$ cat config.mk
export PLATFORM = sky130hd
export DESIGN_NAME = stc_top
export DESIGN_NICKNAME = d
export VERILOG_FILES = /design/src/verilog/stc_pkg.sv /design/src/verilog/stc_cal_if.sv /design/src/verilog/stc_engine.sv /design/src/verilog/stc_top.sv
export VERILOG_INCLUDE_DIRS = /design/src /design/src/verilog
export SDC_FILE = /design/constraint.sdc
export NUM_CORES = 1
export LEC_CHECK = 0
export ABC_AREA = 1
export BUFFER_PORTS_ARGS = -buffer_cell sky130_fd_sc_hd__buf_2
export CAP_MARGIN = 20
export CORE_ASPECT_RATIO = 1.25
export CORE_UTILIZATION = 35
export DETAILED_ROUTE_END_ITERATION = 6
export PLACE_DENSITY = 0.53
export SLEW_MARGIN = 5
export SYNTH_ARGS = -nofsm -noshare
export SYNTH_HDL_FRONTEND = slang
export SYNTH_SLANG_ARGS = --single-unit
$ cat constraint.sdc
create_clock -name CLOCK_I -period 9.1 [get_ports CLOCK_I]
set_input_delay 0 -clock CLOCK_I [delete_from_list [all_inputs] [get_ports CLOCK_I]]
set_output_delay 0 -clock CLOCK_I [all_outputs]
set_load 0.03 [all_outputs]
$ cat src/verilog/stc_consts.svh
// constants of the sysref timing calibration block: offsets, fields, resets, limits
// assumes inclusion by bare name from every file that needs a figure
`ifndef STC_CONSTS_SVH
`define STC_CONSTS_SVH

`define STC_ADDR_W          12
`define STC_ADDR_CFG        12'h02b1
`define STC_ADDR_STATUS     12'h02b2

`define STC_CFG_RESET       8'h05
`define STC_CFG_AVG_MSB     3
`define STC_CFG_AVG_LSB     2
`define STC_CFG_HDUR_MSB    1
`define STC_CFG_HDUR_LSB    0

`define STC_STAT_DONE_BIT   17
`define STC_RES_INV_BIT     16
`define STC_RES_COARSE_MSB  15
`define STC_RES_COARSE_LSB  8
`define STC_RES_FINE_MSB    7
`define STC_RES_FINE_LSB    0
`define STC_RESULT_RESET    17'h0_0000

// longest sysref period per accumulation code, in sampling clock cycles
`define STC_MAXPER_0        16'h0080
`define STC_MAXPER_1        16'h0680
`define STC_MAXPER_2        16'h1e80
`define STC_MAXPER_3        16'h7e80

// time bound factor 384 * 19, in sampling clock cycles
`define STC_CAL_SCALE       32'h0000_1c80

`endif

$ cat src/verilog/stc_pkg.sv
// types of the sysref timing calibration block
// assumes no surrounding package; all users name it explicitly
package stc_pkg;

    typedef enum logic [1:0] {
        STC_IDLE   = 2'b00,
        STC_ARM    = 2'b01,
        STC_ACCUM  = 2'b10
    } stc_state_t;

    typedef logic [16:0] stc_delay_t;

endpackage

$ cat src/verilog/stc_cal_if.sv
// carrier between the register side and the measurement engine
// assumes both ends on the same clock
`timescale 1ns/100ps
interface stc_cal_if;
    logic                start;     // one-cycle start of a sequence
    logic                abort;     // level, stops the engine
    logic [1:0]          avg_code;  // averaging code
    logic [1:0]          hdur_code; // accumulation code
    logic                sysref;    // synchronised sysref level
    logic                finished;  // one-cycle pulse, result valid
    logic                failed;    // one-cycle pulse, period too long
    logic                busy;      // engine running
    stc_pkg::stc_delay_t result;    // computed delay setting

    modport ctrl (output start, abort, avg_code, hdur_code, sysref,
                  input finished, failed, busy, result);
    modport eng  (input start, abort, avg_code, hdur_code, sysref,
                  output finished, failed, busy, result);
endinterface

$ cat src/verilog/stc_engine.sv
// measurement engine: per measurement waits for a sysref rising edge, then
// counts high samples over one accumulation window, and averages the counts
// assumes sysref already synchronised to this clock
`timescale 1ns/100ps
`include "stc_consts.svh"
module stc_engine (
    input  wire logic  clk_i,   // sampling clock
    input  wire logic  rst_n_i, // async reset, active low
    stc_cal_if.eng     cal      // link to the register side
);
    stc_pkg::stc_state_t state_q, state_d;
    logic [1:0]          avg_q, avg_d, hdur_q, hdur_d;
    logic [15:0]         wait_q, wait_d;
    logic [8:0]          acc_q, acc_d, high_q, high_d, meas_q, meas_d;
    logic [16:0]         sum_q, sum_d;
    logic                prev_q, prev_d, busy_q, busy_d, fin_q, fin_d, fail_q, fail_d;
    stc_pkg::stc_delay_t res_q, res_d;
    logic [15:0]         max_per;
    logic [8:0]          win_len, meas_n, mean, high_nx;
    logic [16:0]         sum_nx;
    logic [3:0]          sh;
    logic [24:0]         frac;

    always_comb begin
        case (hdur_q)
            2'd0:    max_per = `STC_MAXPER_0;
            2'd1:    max_per = `STC_MAXPER_1;
            2'd2:    max_per = `STC_MAXPER_2;
            default: max_per = `STC_MAXPER_3;
        endcase
        win_len = 9'd4 << {hdur_q, 1'b0};
        meas_n  = 9'd4 << {avg_q, 1'b0};
        high_nx = high_q + {8'd0, prev_q};
        sum_nx  = sum_q + {8'd0, high_nx};
        sh      = {1'b0, avg_q, 1'b0} + 4'd2;
        mean    = 9'(sum_nx >> sh);
        frac    = {8'd0, sum_nx} << (4'd8 - sh);
    end

    always_comb begin
        state_d = state_q;
        avg_d   = avg_q;
        hdur_d  = hdur_q;
        wait_d  = wait_q;
        acc_d   = acc_q;
        high_d  = high_q;
        meas_d  = meas_q;
        sum_d   = sum_q;
        prev_d  = cal.sysref;
        busy_d  = busy_q;
        fin_d   = 1'b0;
        fail_d  = 1'b0;
        res_d   = res_q;
        case (state_q)
            stc_pkg::STC_IDLE: begin
                if (cal.start && !cal.abort) begin
                    avg_d   = cal.avg_code;
                    hdur_d  = cal.hdur_code;
                    wait_d  = 16'h0000;
                    meas_d  = 9'd0;
                    sum_d   = 17'h0_0000;
                    busy_d  = 1'b1;
                    state_d = stc_pkg::STC_ARM;
                end
            end
            stc_pkg::STC_ARM: begin
                if (cal.sysref && !prev_q) begin
                    acc_d   = 9'd0;
                    high_d  = 9'd0;
                    wait_d  = 16'h0000;
                    state_d = stc_pkg::STC_ACCUM;
                end else if (wait_q >= max_per) begin
                    // no edge inside the supported period: give up
                    fail_d  = 1'b1;
                    busy_d  = 1'b0;
                    state_d = stc_pkg::STC_IDLE;
                end else begin
                    wait_d = wait_q + 16'h0001;
                end
            end
            stc_pkg::STC_ACCUM: begin
                high_d = high_nx;
                acc_d  = acc_q + 9'd1;
                wait_d = wait_q + 16'h0001;
                if (acc_q == win_len - 9'd1) begin
                    sum_d  = sum_nx;
                    meas_d = meas_q + 9'd1;
                    if (meas_q == meas_n - 9'd1) begin
                        res_d[`STC_RES_INV_BIT] = ({mean, 1'b0} > {1'b0, win_len});
                        res_d[`STC_RES_COARSE_MSB:`STC_RES_COARSE_LSB] =
                            mean[8] ? 8'hff : mean[7:0];
                        res_d[`STC_RES_FINE_MSB:`STC_RES_FINE_LSB] = frac[7:0];
                        fin_d   = 1'b1;
                        busy_d  = 1'b0;
                        state_d = stc_pkg::STC_IDLE;
                    end else begin
                        state_d = stc_pkg::STC_ARM;
                    end
                end
            end
            default: begin
                busy_d  = 1'b0;
                state_d = stc_pkg::STC_IDLE;
            end
        endcase
        if (cal.abort && state_q != stc_pkg::STC_IDLE) begin
            busy_d  = 1'b0;
            fin_d   = 1'b0;
            state_d = stc_pkg::STC_IDLE;
        end
    end

    always_ff @(posedge clk_i or negedge rst_n_i) begin
        if (!rst_n_i) begin
            state_q <= stc_pkg::STC_IDLE;
            avg_q   <= 2'd0;
            hdur_q  <= 2'd0;
            wait_q  <= 16'h0000;
            acc_q   <= 9'd0;
            high_q  <= 9'd0;
            meas_q  <= 9'd0;
            sum_q   <= 17'h0_0000;
            prev_q  <= 1'b0;
            busy_q  <= 1'b0;
            fin_q   <= 1'b0;
            fail_q  <= 1'b0;
            res_q   <= `STC_RESULT_RESET;
        end else begin
            state_q <= state_d;
            avg_q   <= avg_d;
            hdur_q  <= hdur_d;
            wait_q  <= wait_d;
            acc_q   <= acc_d;
            high_q  <= high_d;
            meas_q  <= meas_d;
            sum_q   <= sum_d;
            prev_q  <= prev_d;
            busy_q  <= busy_d;
            fin_q   <= fin_d;
            fail_q  <= fail_d;
            res_q   <= res_d;
        end
    end

    assign cal.finished = fin_q;
    assign cal.failed   = fail_q;
    assign cal.busy     = busy_q;
    assign cal.result   = res_q;
endmodule // stc_engine

$ cat src/verilog/stc_top.sv
// sysref timing calibration: configuration and status registers, start on
// enable rise, time bound supervision, and delay selection auto/manual
// assumes enable and manual delay come from neighbouring registers on this clock
`timescale 1ns/100ps
`include "stc_consts.svh"
// Behaviour
// - averaging code picks 4, 16, 64, 256 measurements
// - accumulation code picks window and longest period
// - too long sysref period makes calibration fail
// - calibration ends within 384*19*4^(avg+hdur+2) cycles
// - configuration reads 0x05 after reset
// - done bit high only when enabled and finished
// - status low bits carry computed delay setting
// - result bit 16 tells clock inversion
// - result coarse in 15:8, fine in 7:0
// - status read-only, 24 bits, 23:18 reserved
// - enable rising edge starts a new sequence
// - enabled uses result, disabled uses manual delay
module stc_top #(
    parameter logic [31:0] CAL_SCALE = `STC_CAL_SCALE // time bound factor, cycles
) (
    input  wire logic                   CLOCK_I,         // sampling clock, 25 MHz
    input  wire logic                   RESET_N_I,       // async reset, active low
    input  wire logic                   SYSREF_I,        // sysref pin, asynchronous
    input  wire logic                   CAL_ENABLE_I,    // calibration enable level
    input  wire logic [16:0]            MANUAL_DELAY_I,  // manual delay setting
    input  wire logic [`STC_ADDR_W-1:0] REG_ADDR_I,      // register address
    input  wire logic                   REG_WR_I,        // write strobe
    input  wire logic [7:0]             REG_WDATA_I,     // write data
    input  wire logic                   REG_RD_I,        // read strobe
    output logic      [23:0]            REG_RDATA_O,     // read data, one cycle later
    output logic                        REG_RVALID_O,    // read data valid pulse
    output logic      [16:0]            DELAY_O,         // delay applied to the clock
    output logic                        CAL_BUSY_O,      // calibration running
    output logic                        CAL_FAILED_O     // last sequence failed
);
    stc_cal_if cal ();

    // configuration register
    logic [1:0] cal_average_count_q, cal_average_count_d;
    logic [1:0] cal_accumulation_length_q, cal_accumulation_length_d;

    always_comb begin
        cal_average_count_d       = cal_average_count_q;
        cal_accumulation_length_d = cal_accumulation_length_q;
        if (REG_WR_I && REG_ADDR_I == `STC_ADDR_CFG) begin
            cal_average_count_d       = REG_WDATA_I[`STC_CFG_AVG_MSB:`STC_CFG_AVG_LSB];
            cal_accumulation_length_d = REG_WDATA_I[`STC_CFG_HDUR_MSB:`STC_CFG_HDUR_LSB];
        end
    end

    always_ff @(posedge CLOCK_I or negedge RESET_N_I) begin
        if (!RESET_N_I) begin
            cal_average_count_q       <= 2'(`STC_CFG_RESET >> `STC_CFG_AVG_LSB);
            cal_accumulation_length_q <= 2'(`STC_CFG_RESET >> `STC_CFG_HDUR_LSB);
        end else begin
            cal_average_count_q       <= cal_average_count_d;
            cal_accumulation_length_q <= cal_accumulation_length_d;
        end
    end

    // sysref pin synchroniser
    logic sysref_meta_q, sysref_sync_q;

    always_ff @(posedge CLOCK_I or negedge RESET_N_I) begin
        if (!RESET_N_I) begin
            sysref_meta_q <= 1'b0;
            sysref_sync_q <= 1'b0;
        end else begin
            sysref_meta_q <= SYSREF_I;
            sysref_sync_q <= sysref_meta_q;
        end
    end

    // enable edge, completion, failure, time bound
    logic        enable_prev_q, enable_prev_d;
    logic        cal_complete_flag_q, cal_complete_flag_d;
    logic        failed_q, failed_d;
    logic [31:0] budget_q, budget_d;
    logic [31:0] elapsed_q, elapsed_d;
    logic        start_pulse, over_budget;
    logic [4:0]  budget_shift;

    assign start_pulse  = CAL_ENABLE_I && !enable_prev_q;
    // four bits for the exponent: codes 3 and 3 give 8, which three bits would wrap
    assign budget_shift = {({2'b00, cal_average_count_q}
                          + {2'b00, cal_accumulation_length_q} + 4'd2), 1'b0};
    // a sequence that outlives its bound is cut off and reported as failed
    assign over_budget  = cal.busy && (elapsed_q >= budget_q);

    always_comb begin
        enable_prev_d       = CAL_ENABLE_I;
        cal_complete_flag_d = cal_complete_flag_q;
        failed_d            = failed_q;
        budget_d            = budget_q;
        elapsed_d           = elapsed_q;
        if (start_pulse) begin
            // new sequence: earlier completion must not be reported
            cal_complete_flag_d = 1'b0;
            failed_d            = 1'b0;
            budget_d            = CAL_SCALE << budget_shift;
            elapsed_d           = 32'h0000_0000;
        end else if (cal.busy) begin
            elapsed_d = elapsed_q + 32'h0000_0001;
        end
        if (cal.finished) begin
            cal_complete_flag_d = 1'b1;
        end
        if (cal.failed || over_budget) begin
            failed_d = 1'b1;
        end
        if (!CAL_ENABLE_I) begin
            cal_complete_flag_d = 1'b0;
        end
    end

    always_ff @(posedge CLOCK_I or negedge RESET_N_I) begin
        if (!RESET_N_I) begin
            enable_prev_q       <= 1'b0;
            cal_complete_flag_q <= 1'b0;
            failed_q            <= 1'b0;
            budget_q            <= 32'h0000_0000;
            elapsed_q           <= 32'h0000_0000;
        end else begin
            enable_prev_q       <= enable_prev_d;
            cal_complete_flag_q <= cal_complete_flag_d;
            failed_q            <= failed_d;
            budget_q            <= budget_d;
            elapsed_q           <= elapsed_d;
        end
    end

    assign cal.start     = start_pulse;
    assign cal.abort     = !CAL_ENABLE_I || over_budget;
    assign cal.avg_code  = cal_average_count_q;
    assign cal.hdur_code = cal_accumulation_length_q;
    assign cal.sysref    = sysref_sync_q;

    stc_engine u_engine (
        .clk_i   (CLOCK_I),
        .rst_n_i (RESET_N_I),
        .cal     (cal.eng)
    );

    // register read port and registered outputs
    logic [23:0] rdata_q, rdata_d;
    logic        rvalid_q, rvalid_d;
    logic [16:0] delay_q, delay_d;
    logic        busy_q, busy_d;
    logic        fail_out_q, fail_out_d;
    logic [23:0] status_word;

    always_comb begin
        status_word = 24'h00_0000;
        status_word[`STC_STAT_DONE_BIT] = cal_complete_flag_q && CAL_ENABLE_I;
        status_word[`STC_RES_INV_BIT:0] = cal.result;
    end

    always_comb begin
        rvalid_d = REG_RD_I;
        rdata_d  = 24'h00_0000;
        if (REG_RD_I) begin
            case (REG_ADDR_I)
                `STC_ADDR_CFG:    rdata_d = {16'h0000, 4'h0, cal_average_count_q,
                                             cal_accumulation_length_q};
                `STC_ADDR_STATUS: rdata_d = status_word;
                default:          rdata_d = 24'h00_0000;
            endcase
        end
        // manual setting rules while calibration is off
        delay_d    = CAL_ENABLE_I ? cal.result : MANUAL_DELAY_I;
        busy_d     = cal.busy;
        fail_out_d = failed_q;
    end

    always_ff @(posedge CLOCK_I or negedge RESET_N_I) begin
        if (!RESET_N_I) begin
            rdata_q    <= 24'h00_0000;
            rvalid_q   <= 1'b0;
            delay_q    <= `STC_RESULT_RESET;
            busy_q     <= 1'b0;
            fail_out_q <= 1'b0;
        end else begin
            rdata_q    <= rdata_d;
            rvalid_q   <= rvalid_d;
            delay_q    <= delay_d;
            busy_q     <= busy_d;
            fail_out_q <= fail_out_d;
        end
    end

    assign REG_RDATA_O  = rdata_q;
    assign REG_RVALID_O = rvalid_q;
    assign DELAY_O      = delay_q;
    assign CAL_BUSY_O   = busy_q;
    assign CAL_FAILED_O = fail_out_q;
endmodule // stc_top

==> metrics.csv, run 1 <==
stage;metric;value;unit
outcome;status;complete, no violations;
yosys;async_flop_share;100.0;%
clock_network;htree_num_levels;4;
clock_network;clk_pin_slew;80;ps
power_and_ir_drop;leakage;6.099;nW
layout;nets;1607;
layout;layout_commonest_cell;nand2_1;
detailed_routing;first_pass_iters;5;
job;max_cap_viol_count;0;
global_route;grt_max_degree;128;
layout;final_layout_size_suffix_gt1_share;9.722;%
timing;skew;11.37;ps
detailed_routing;num_vias;9334;
timing;fmax;247.0;MHz
yosys;synth_largest_area_cell;dfrtp_1;
timing;slew_violations;0;
clock_network;clk_latency;450;ps
timing;fin_ws;5051;ps
power_and_ir_drop;irDropWorstVdd;0.1258;mV
worst_setup_path;cp.required;9440;ps
hold_path;hold_path_class;in -> async;
yosys;yosysSeqAreaShare;43.61;%
floorplan;die_h;198.9;um
detailed_routing;vias_per_cell;4.879;
floorplan;start_util;35.82;%
clock_network;tritoncts;yes;
timing;tightest_slew;870.0;ps
floorplan;die_area;31710;um2
detailed_routing;drc;0;
yosys;synth_area_per_cell;7.840;um2
worst_setup_path;crit_arrival;4390;ps
timing;fin_crit;4049;ps
layout;final_cell_mix;314 x nand2_1, 187 x dfrtp_1, 186 x inv_1;
detailed_routing;final_antenna_net_count;0;
layout;syn2layout_area_growth;16.74;%
layout;fill_cells;3104;
clock_network;numCtsBuffers;17;
worst_setup_path;crit_buf_inv;3;
worst_setup_path;crit_family;simple AND/OR/NAND/NOR gates;
worst_setup_path;crit_slowest_cell;dfrtp_1;
clock_network;cts.sinks;189;
place;portBuffers;76;
yosys;synth_cell_types;54;
floorplan;io_pins;87;
timing;finalHoldViolCount;0;
floorplan;num_rows;71;
clock_network;clk_root_buffer_cell;clkbuf_16;
yosys;yosys.area.top_type_share;43.13;%
place;dp_hpwl;19930;um
yosys;ys.flop_type;dfrtp_1;
place;gp_congestion;0.8148;
timing;fin_setup_tns;0;ps
layout;diodes;0;
detailed_routing;drt-total-wl;27430;um
yosys;synth_warnings;0;
timing;grt_setup_unrepaired;false;
floorplan;core_region_area;30290;um2
yosys;synth_edf_count;0;
worst_setup_path;critPathMostFrequentCell;nand2_1;
timing;setup_viol_count_final;0;
global_route;grt_pass1_wl;45830;um
place;dp_slack;5090;ps
power_and_ir_drop;powerDensity;185.4;nW/um2
worst_setup_path;worstPathMaxFanout;4;
global_route;grt_pass1_vias;9183;
yosys;ys_ff_latch;189;
worst_setup_path;critical_path.startpoint_type;flop;
floorplan;chipWidth;159.5;um
worst_setup_path;slowest_delay;400;ps
global_route;grt_usage;18.13;%
timing;slew_headroom;41.55;%
global_route;antenna_found_initial;0;
clock_network;ctsLongestPathBuffers;2;
global_route;grt_overflow;0;
detailed_routing;routedWlPerCell;14.34;um
worst_setup_path;worstSetupPathType;reg -> reg;
detailed_routing;drt-initial-drc-count;545;
yosys;synth.cell_area;10850;um2
worst_setup_path;end_kind;flop;
yosys;synth_area_leaders;dfrtp_1 43%, nand2_1 11%, ha_1 7.4%, inv_1 6.4%, nor2_1 4.5%;
yosys;synth_cells;1384;
timing;fin_crit_sh;44.50;%
## layout make-up
cell class                 instances  area (um2)  share of cell area, %
timing repair buffer             123       864.6                  6.825
sequential                       189        4732                  37.36
tap                              401       501.7                  3.961
clock inverter                    13       157.7                  1.245
clock buffer                      19       442.9                  3.497
inverter                         195       732.0                  5.778
multi-input combinational        973        5236                  41.34
## cell families after synthesis
group,count (synthesis),share of synthesized area [%]
AOI/OAI and AO/OA,229,11.77
other,1,0.03456
adders and majority gates,65,7.565
xor gates and xnor gates,29,2.341
and+or+nand+nor,644,26.35
DFF,189,43.61
buffers and inverters,227,8.326
## sequential cells by signal (all words and copies together), names as in the netlist, 2 cells and up
| name | flops |
|---|---|
| cal.avg_code | 2 |
| u_engine.high_q | 9 |
| u_engine.cal.result | 17 |
| u_engine.wait_q | 16 |
| DELAY_O | 17 |
| elapsed_q | 32 |
| u_engine.acc_q | 9 |
| budget_q | 23 |
| REG_RDATA_O | 18 |
| cal.hdur_code | 2 |
| u_engine.sum_q | 17 |
| u_engine.meas_q | 9 |
| u_engine.hdur_q | 2 |
| u_engine.avg_q | 2 |
| u_engine.state_q | 2 |
## worst paths after layout
| kind | endpoint | cells past startpoint | from | slack, ps |
|---|---|---|---|---|
| min in group CLOCK_I | REG_RDATA_O[0] | 5 | REG_ADDR_I[4] | 30 |
| max in group asynchronous | elapsed_q[5] | 4 | RESET_N_I | 7490 |
| max | u_engine.cal.result[16] | 27 | u_engine.prev_q | 5050 |
| min | DELAY_O[12] | 2 | RESET_N_I | 7 |
| max reg2reg | u_engine.cal.result[16] | 27 | u_engine.prev_q | 5050 |
| min reg2reg | cal.sysref | 0 | sysref_meta_q | 360 |
## metal layers
| metal | GRT usage [%] | wire, um | up-vias |
|---|---|---|---|
| met1 | 23.17 | 13050 | 4387 |
| met4 | 6.838 | 501 | 0 |
| met3 | 2.273 | 653 | 25 |
| li1 | - | - | 4788 |
| met2 | 31.25 | 13220 | 134 |
| met5 | 0 | 0 | - |
## cells in the mapped netlist, drive strengths merged (3+ instances only)
cell and count:
nand2 319, inv 193, dfrtp 187, nor2 137, nand3 98, o21ai 98, a21oi 70, ha 64
nor3 30, nand4 29, xor2 21, o22ai 20, clkbuf 17, nor4 16, buf 15, o31ai 11
xnor2 8, o21a 6, a21boi 4, a31oi 4, nor3b 4, o21bai 4, nand3b 3, o211ai 3
## per-stage QoR
stage,std cells,cell area (um2),utilization (%),hold WS (ps),power [W]
finish,1913,12670,41.82,7.317,0.002348
global route,1913,12670,41.82,32.54,0.002502
CTS,1911,12630,41.70,13.14,0.002372
detailed placement,1838,11620,38.36,112.2,0.001579
global placement,1838,11620,38.36,113.0,0.001572
floorplan,1389,10870,-,-295.6,0.001389
## worst register-to-register path, stage by stage, from the launching register on
cell      delay, ps
dfrtp_1         400
ha_1            220
ha_1            210
nand3_1         120
nor2_1           70
nand2_1          70
xor2_1          190
inv_1            70
ha_1            330
nand2_1         100
inv_1            40
a21oi_1         170
nand2_1         100
a21boi_1        260
xor2_1          330
nand2_1         130
nand2_1         110
nand2_1          60
nand2_1         110
inv_1            50
ha_1            290
nand2_1          50
nor2_1          140
nand2_1          70
nand2_1          60
nand2_1          50
nand2_1         100
nand2_1          60
## power by group
part           switching [W]  internal [W]
Sequential         0.0000704      0.000881
Clock               0.000355      0.000419
Combinational       0.000434      0.000190
## what timing repair did
| action | 4_1_cts | 5_1_grt |
|---|---|---|
| gates resized for setup | 0 | 0 |
| setup buffers | 0 | 0 |
| hold buffers | 41 | 0 |
| hold endpoints to repair | 157 | 0 |
Note: power is estimated with default switching activity, not from simulation.
==> inputs of run 2 (changes only) <==
--- a/config.mk
+++ b/config.mk
@@ -6,13 +6,13 @@
 export SDC_FILE = /design/constraint.sdc
 export NUM_CORES = 1
 export LEC_CHECK = 0
-export ABC_AREA = 1
+export ABC_AREA = 0
 export BUFFER_PORTS_ARGS = -buffer_cell sky130_fd_sc_hd__buf_2
 export CAP_MARGIN = 20
 export CORE_ASPECT_RATIO = 1.25
 export CORE_UTILIZATION = 35
 export DETAILED_ROUTE_END_ITERATION = 6
-export PLACE_DENSITY = 0.53
+export PLACE_DENSITY = 0.55
 export SLEW_MARGIN = 5
 export SYNTH_ARGS = -nofsm -noshare
 export SYNTH_HDL_FRONTEND = slang
==> constraint.sdc (replaced) <==
create_clock -name CLOCK_I -period 3.4 [get_ports CLOCK_I]
set_input_delay 0 -clock CLOCK_I [delete_from_list [all_inputs] [get_ports CLOCK_I]]
set_output_delay 0 -clock CLOCK_I [all_outputs]
set_load 0.03 [all_outputs]
==> metrics.csv, run 2 <==
stage;metric;value;unit;change
layout;finalInstanceArea;12760;um2;+0.76%
timing;fin_crit_sh;101.5;%;+57 points
layout;finish.utilization;44.40;%;+2.6 points
timing;fin_crit;3450;ps;-598.9 ps
yosys;synth_cell_types;73;;+35%
layout;final_cell_mix;187 x dfrtp_1, 107 x nor2_1, 96 x nand2_1;;
worst_setup_path;end_kind;flop;;
global_route;grt_pass1_vias;8222;;-10%
yosys;yosys.area.top_type_share;45.30;%;+2.2 points
worst_setup_path;worstSetupPathType;reg -> reg;;
global_route;grt_usage;17.88;%;-0.25 points
worst_setup_path;critical_path.startpoint_type;flop;;
clock_network;cts.sinks;189;;unchanged
yosys;synth_area_leaders;dfrtp_1 45%, ha_1 7.8%, nor2_1 4.0%, nand2_1 3.6%, o21ai_0 3.5%;;
power_and_ir_drop;irDropWorstVdd;0.3538;mV;+180%
floorplan;start_util;35.93;%;+0.11 points
yosys;synth_common_cells;187 x dfrtp_1, 111 x nor2_1, 98 x nand2_1;;
worst_setup_path;slowest_delay;530;ps;+130 ps
detailed_routing;final_antenna_net_count;0;;unchanged
layout;fill_cells;2727;;-12%
timing;tightest_slew;949.1;ps;+79.15 ps
timing;fmax;289.8;MHz;+17%
timing;finalHoldViolCount;0;;unchanged
detailed_routing;first_pass_iters;5;;unchanged
floorplan;die_h;194.1;um;-2.4%
detailed_routing;drt-initial-drc-count;492;;-9.7%
floorplan;io_pins;87;;unchanged
worst_setup_path;crit_arrival;3780;ps;-610 ps
worst_setup_path;crit_slowest_cell;a211oi_1;;
layout;diodes;0;;unchanged
timing;fin_ws;-50.31;ps;-5101 ps
floorplan;core_region_area;28750;um2;-5.1%
yosys;async_flop_share;100.0;%;unchanged
worst_setup_path;crit_family;compound AO/OA/AOI/OAI gates;;
clock_network;clk_root_buffer_cell;clkbuf_16;;
global_route;grt_pass1_wl;42730;um;-6.8%
clock_network;clk_latency;450;ps;about the same
worst_setup_path;cp.required;3730;ps;-5710 ps
yosys;yosysSeqAreaShare;45.81;%;+2.2 points
worst_setup_path;crit_buf_inv;1;;-2
yosys;synth_warnings;0;;unchanged
global_route;grt_max_degree;92;;-28%
layout;largest_reg_flops;32;;unchanged
place;place_area;11720;um2;+0.83%
detailed_routing;routedWlPerCell;15.67;um;+9.3%
place;dp_hpwl;18980;um;-4.8%
detailed_routing;drc;0;;unchanged
yosys;synth_largest_area_cell;dfrtp_1;;
outcome;status;finished with violations;;
yosys;synth_edf_count;0;;unchanged
job;max_cap_viol_count;0;;unchanged
worst_setup_path;critPathMostFrequentCell;a211oi_1;;
place;dp_slack;-169.4;ps;-5259 ps
yosys;yosys.cell_count.top_type;dfrtp_1;;
yosys;synth_area_per_cell;9.600;um2;+22%
timing;slew_violations;0;;unchanged
layout;layout_commonest_cell;dfrtp_1;;
layout;multi_input_comb_area;5456;um2;+4.2%
detailed_routing;num_vias;8296;;-11%
layout;final_layout_size_suffix_gt1_share;21.62;%;+12 points
worst_setup_path;worstPathMaxFanout;4;;unchanged
clock_network;htree_num_levels;4;;unchanged
layout;regMostFlops;elapsed_q;;
place;gp_congestion;0.8554;;+5.0%
timing;slew_headroom;36.45;%;-5.1 points
outcome;violations;setup timing;;
global_route;grt_overflow;0;;unchanged
layout;syn2layout_area_growth;23.56;%;
layout;nets;1344;;-16%
clock_network;tritoncts;yes;;
floorplan;chipWidth;155.7;um;-2.4%
detailed_routing;drt-total-wl;25690;um;-6.3%
clock_network;numCtsBuffers;17;;unchanged
yosys;ys.flop_type;dfrtp_1;;
yosys;ys_ff_latch;189;;unchanged
place;portBuffers;76;;unchanged
floorplan;die_area;30210;um2;-4.7%
yosys;synth_cells;1076;;-22%
timing;setup_viol_count_final;1;;+1
clock_network;ctsLongestPathBuffers;2;;unchanged
clock_network;clk_pin_slew;80;ps;about the same
power_and_ir_drop;fin_total_pwr;0.005421;W;+130%
hold_path;hold_path_class;in -> reg;;
detailed_routing;vias_per_cell;5.062;;+3.7%
timing;skew;12.36;ps;+0.9926 ps
power_and_ir_drop;leakage;6.057;nW;-0.69%
global_route;antenna_found_initial;2;;+2
worst_setup_path;critical_path.cell_chain;ha_4, nand2_1, nor2_1, xor2_1, ha_1, buf_4, a21o_1, nor3_2, a211oi_1, a211oi_1, mux4_2, nand4_1, o31ai_1, a31oi_1;;
yosys;synth.cell_area;10330;um2;-4.8%
timing;grt_setup_unrepaired;true;;
floorplan;num_rows;69;;-2.8%
power_and_ir_drop;powerDensity;424.8;nW/um2;+130%
layout;seq_area;4732;um2;unchanged
-- run 2: cell types whose count changed in the layout (fill, tap and decap cells not counted), moves of 18 or more --
cell and delta:
a21oi_1 -29, buf_4 +71, inv_1 -126, mux2_2 +31, nand2_1 -218, nand3_1 -60
nor2_1 -21, o21ai_0 -18
-- run 2: metrics by stage --
stage | hold WS, ps | setup TNS (ps) | std cells
2_1_floorplan | -295.6 | -25.48 | 1081
3_3_place_gp | 103.0 | -86.54 | 1575
3_5_place_dp | 101.4 | -169.4 | 1575
4_1_cts | 11.33 | -50.98 | 1636
5_1_grt | 61.36 | -669.5 | 1639
6_report | 30.44 | -50.31 | 1639
-- run 2: cell families (layout without fill, tap and decap cells) --
family / Yosys count / count (layout) / share of synthesized area (%)
compound gates: 251 / 251 / 15.99
xor+xnor: 57 / 57 / 4.833
fa+ha+maj: 65 / 65 / 7.946
mux: 37 / 37 / 4.082
simple gates: 372 / 372 / 17.18
flops: 189 / 189 / 45.81
other cells: 1 / 6 / 0.03630
buf+inv: 104 / 272 / 4.130
-- run 2: layer usage --
metal / up-vias / track usage (%) / wire length [um]
met3: 23 / 2.705 / 681
li1: 4108 / - / -
met2: 119 / 29.28 / 12350
met1: 4046 / 24.25 / 12270
met4: 0 / 5.374 / 378
met5: - / 0 / 0
-- run 2: worst paths after layout --
check	from	cells after the start	endpoint	slack [ps]
worst max-delay path	u_engine.prev_q	14	u_engine.cal.result[16]	-50
worst min-delay path	REG_ADDR_I[0]	3	REG_RDATA_O[14]	30
worst max register to register	u_engine.prev_q	14	u_engine.cal.result[16]	-50
worst min register to register	sysref_meta_q	0	cal.sysref	350
max in group asynchronous	RESET_N_I	3	u_engine.cal.result[16]	2390
min in group asynchronous	RESET_N_I	2	elapsed_q[15]	170
-- run 2: worst register-to-register path: cells and delay by family (launching register included) --
kind                       cells  cell delay [ps]
adders and majority gates      2              450
xor gates and xnor gates       1              200
buffers and inverters          1              150
muxes                          1              400
and+or+nand+nor                4              560
DFF                            1              400
AOI/OAI and AO/OA              5             1160
-- run 2: power by group --
| part | switching, W | internal, W |
|---|---|---|
| combinational | 0.000629 | 0.000344 |
| clock | 0.000985 | 0.00105 |
| sequential | 0.0000749 | 0.00234 |
-- run 2: layout make-up --
| class | count | share of cell area, % |
|---|---|---|
| Multi-Input combinational cell | 788 | 42.75 |
| Clock buffer | 17 | 3.333 |
| Sequential cell | 189 | 37.07 |
| Clock inverter | 15 | 1.382 |
| Inverter | 60 | 1.765 |
| Timing Repair Buffer | 180 | 9.872 |
| Tap cell | 390 | 3.823 |
-- run 2: timing repair --
item,CTS,global route
resized for setup,14,16
setup endpoints to repair,1,9
hold buffers,26,0
hold endpoints to repair,114,0
setup buffers,3,3
pin swaps,6,7
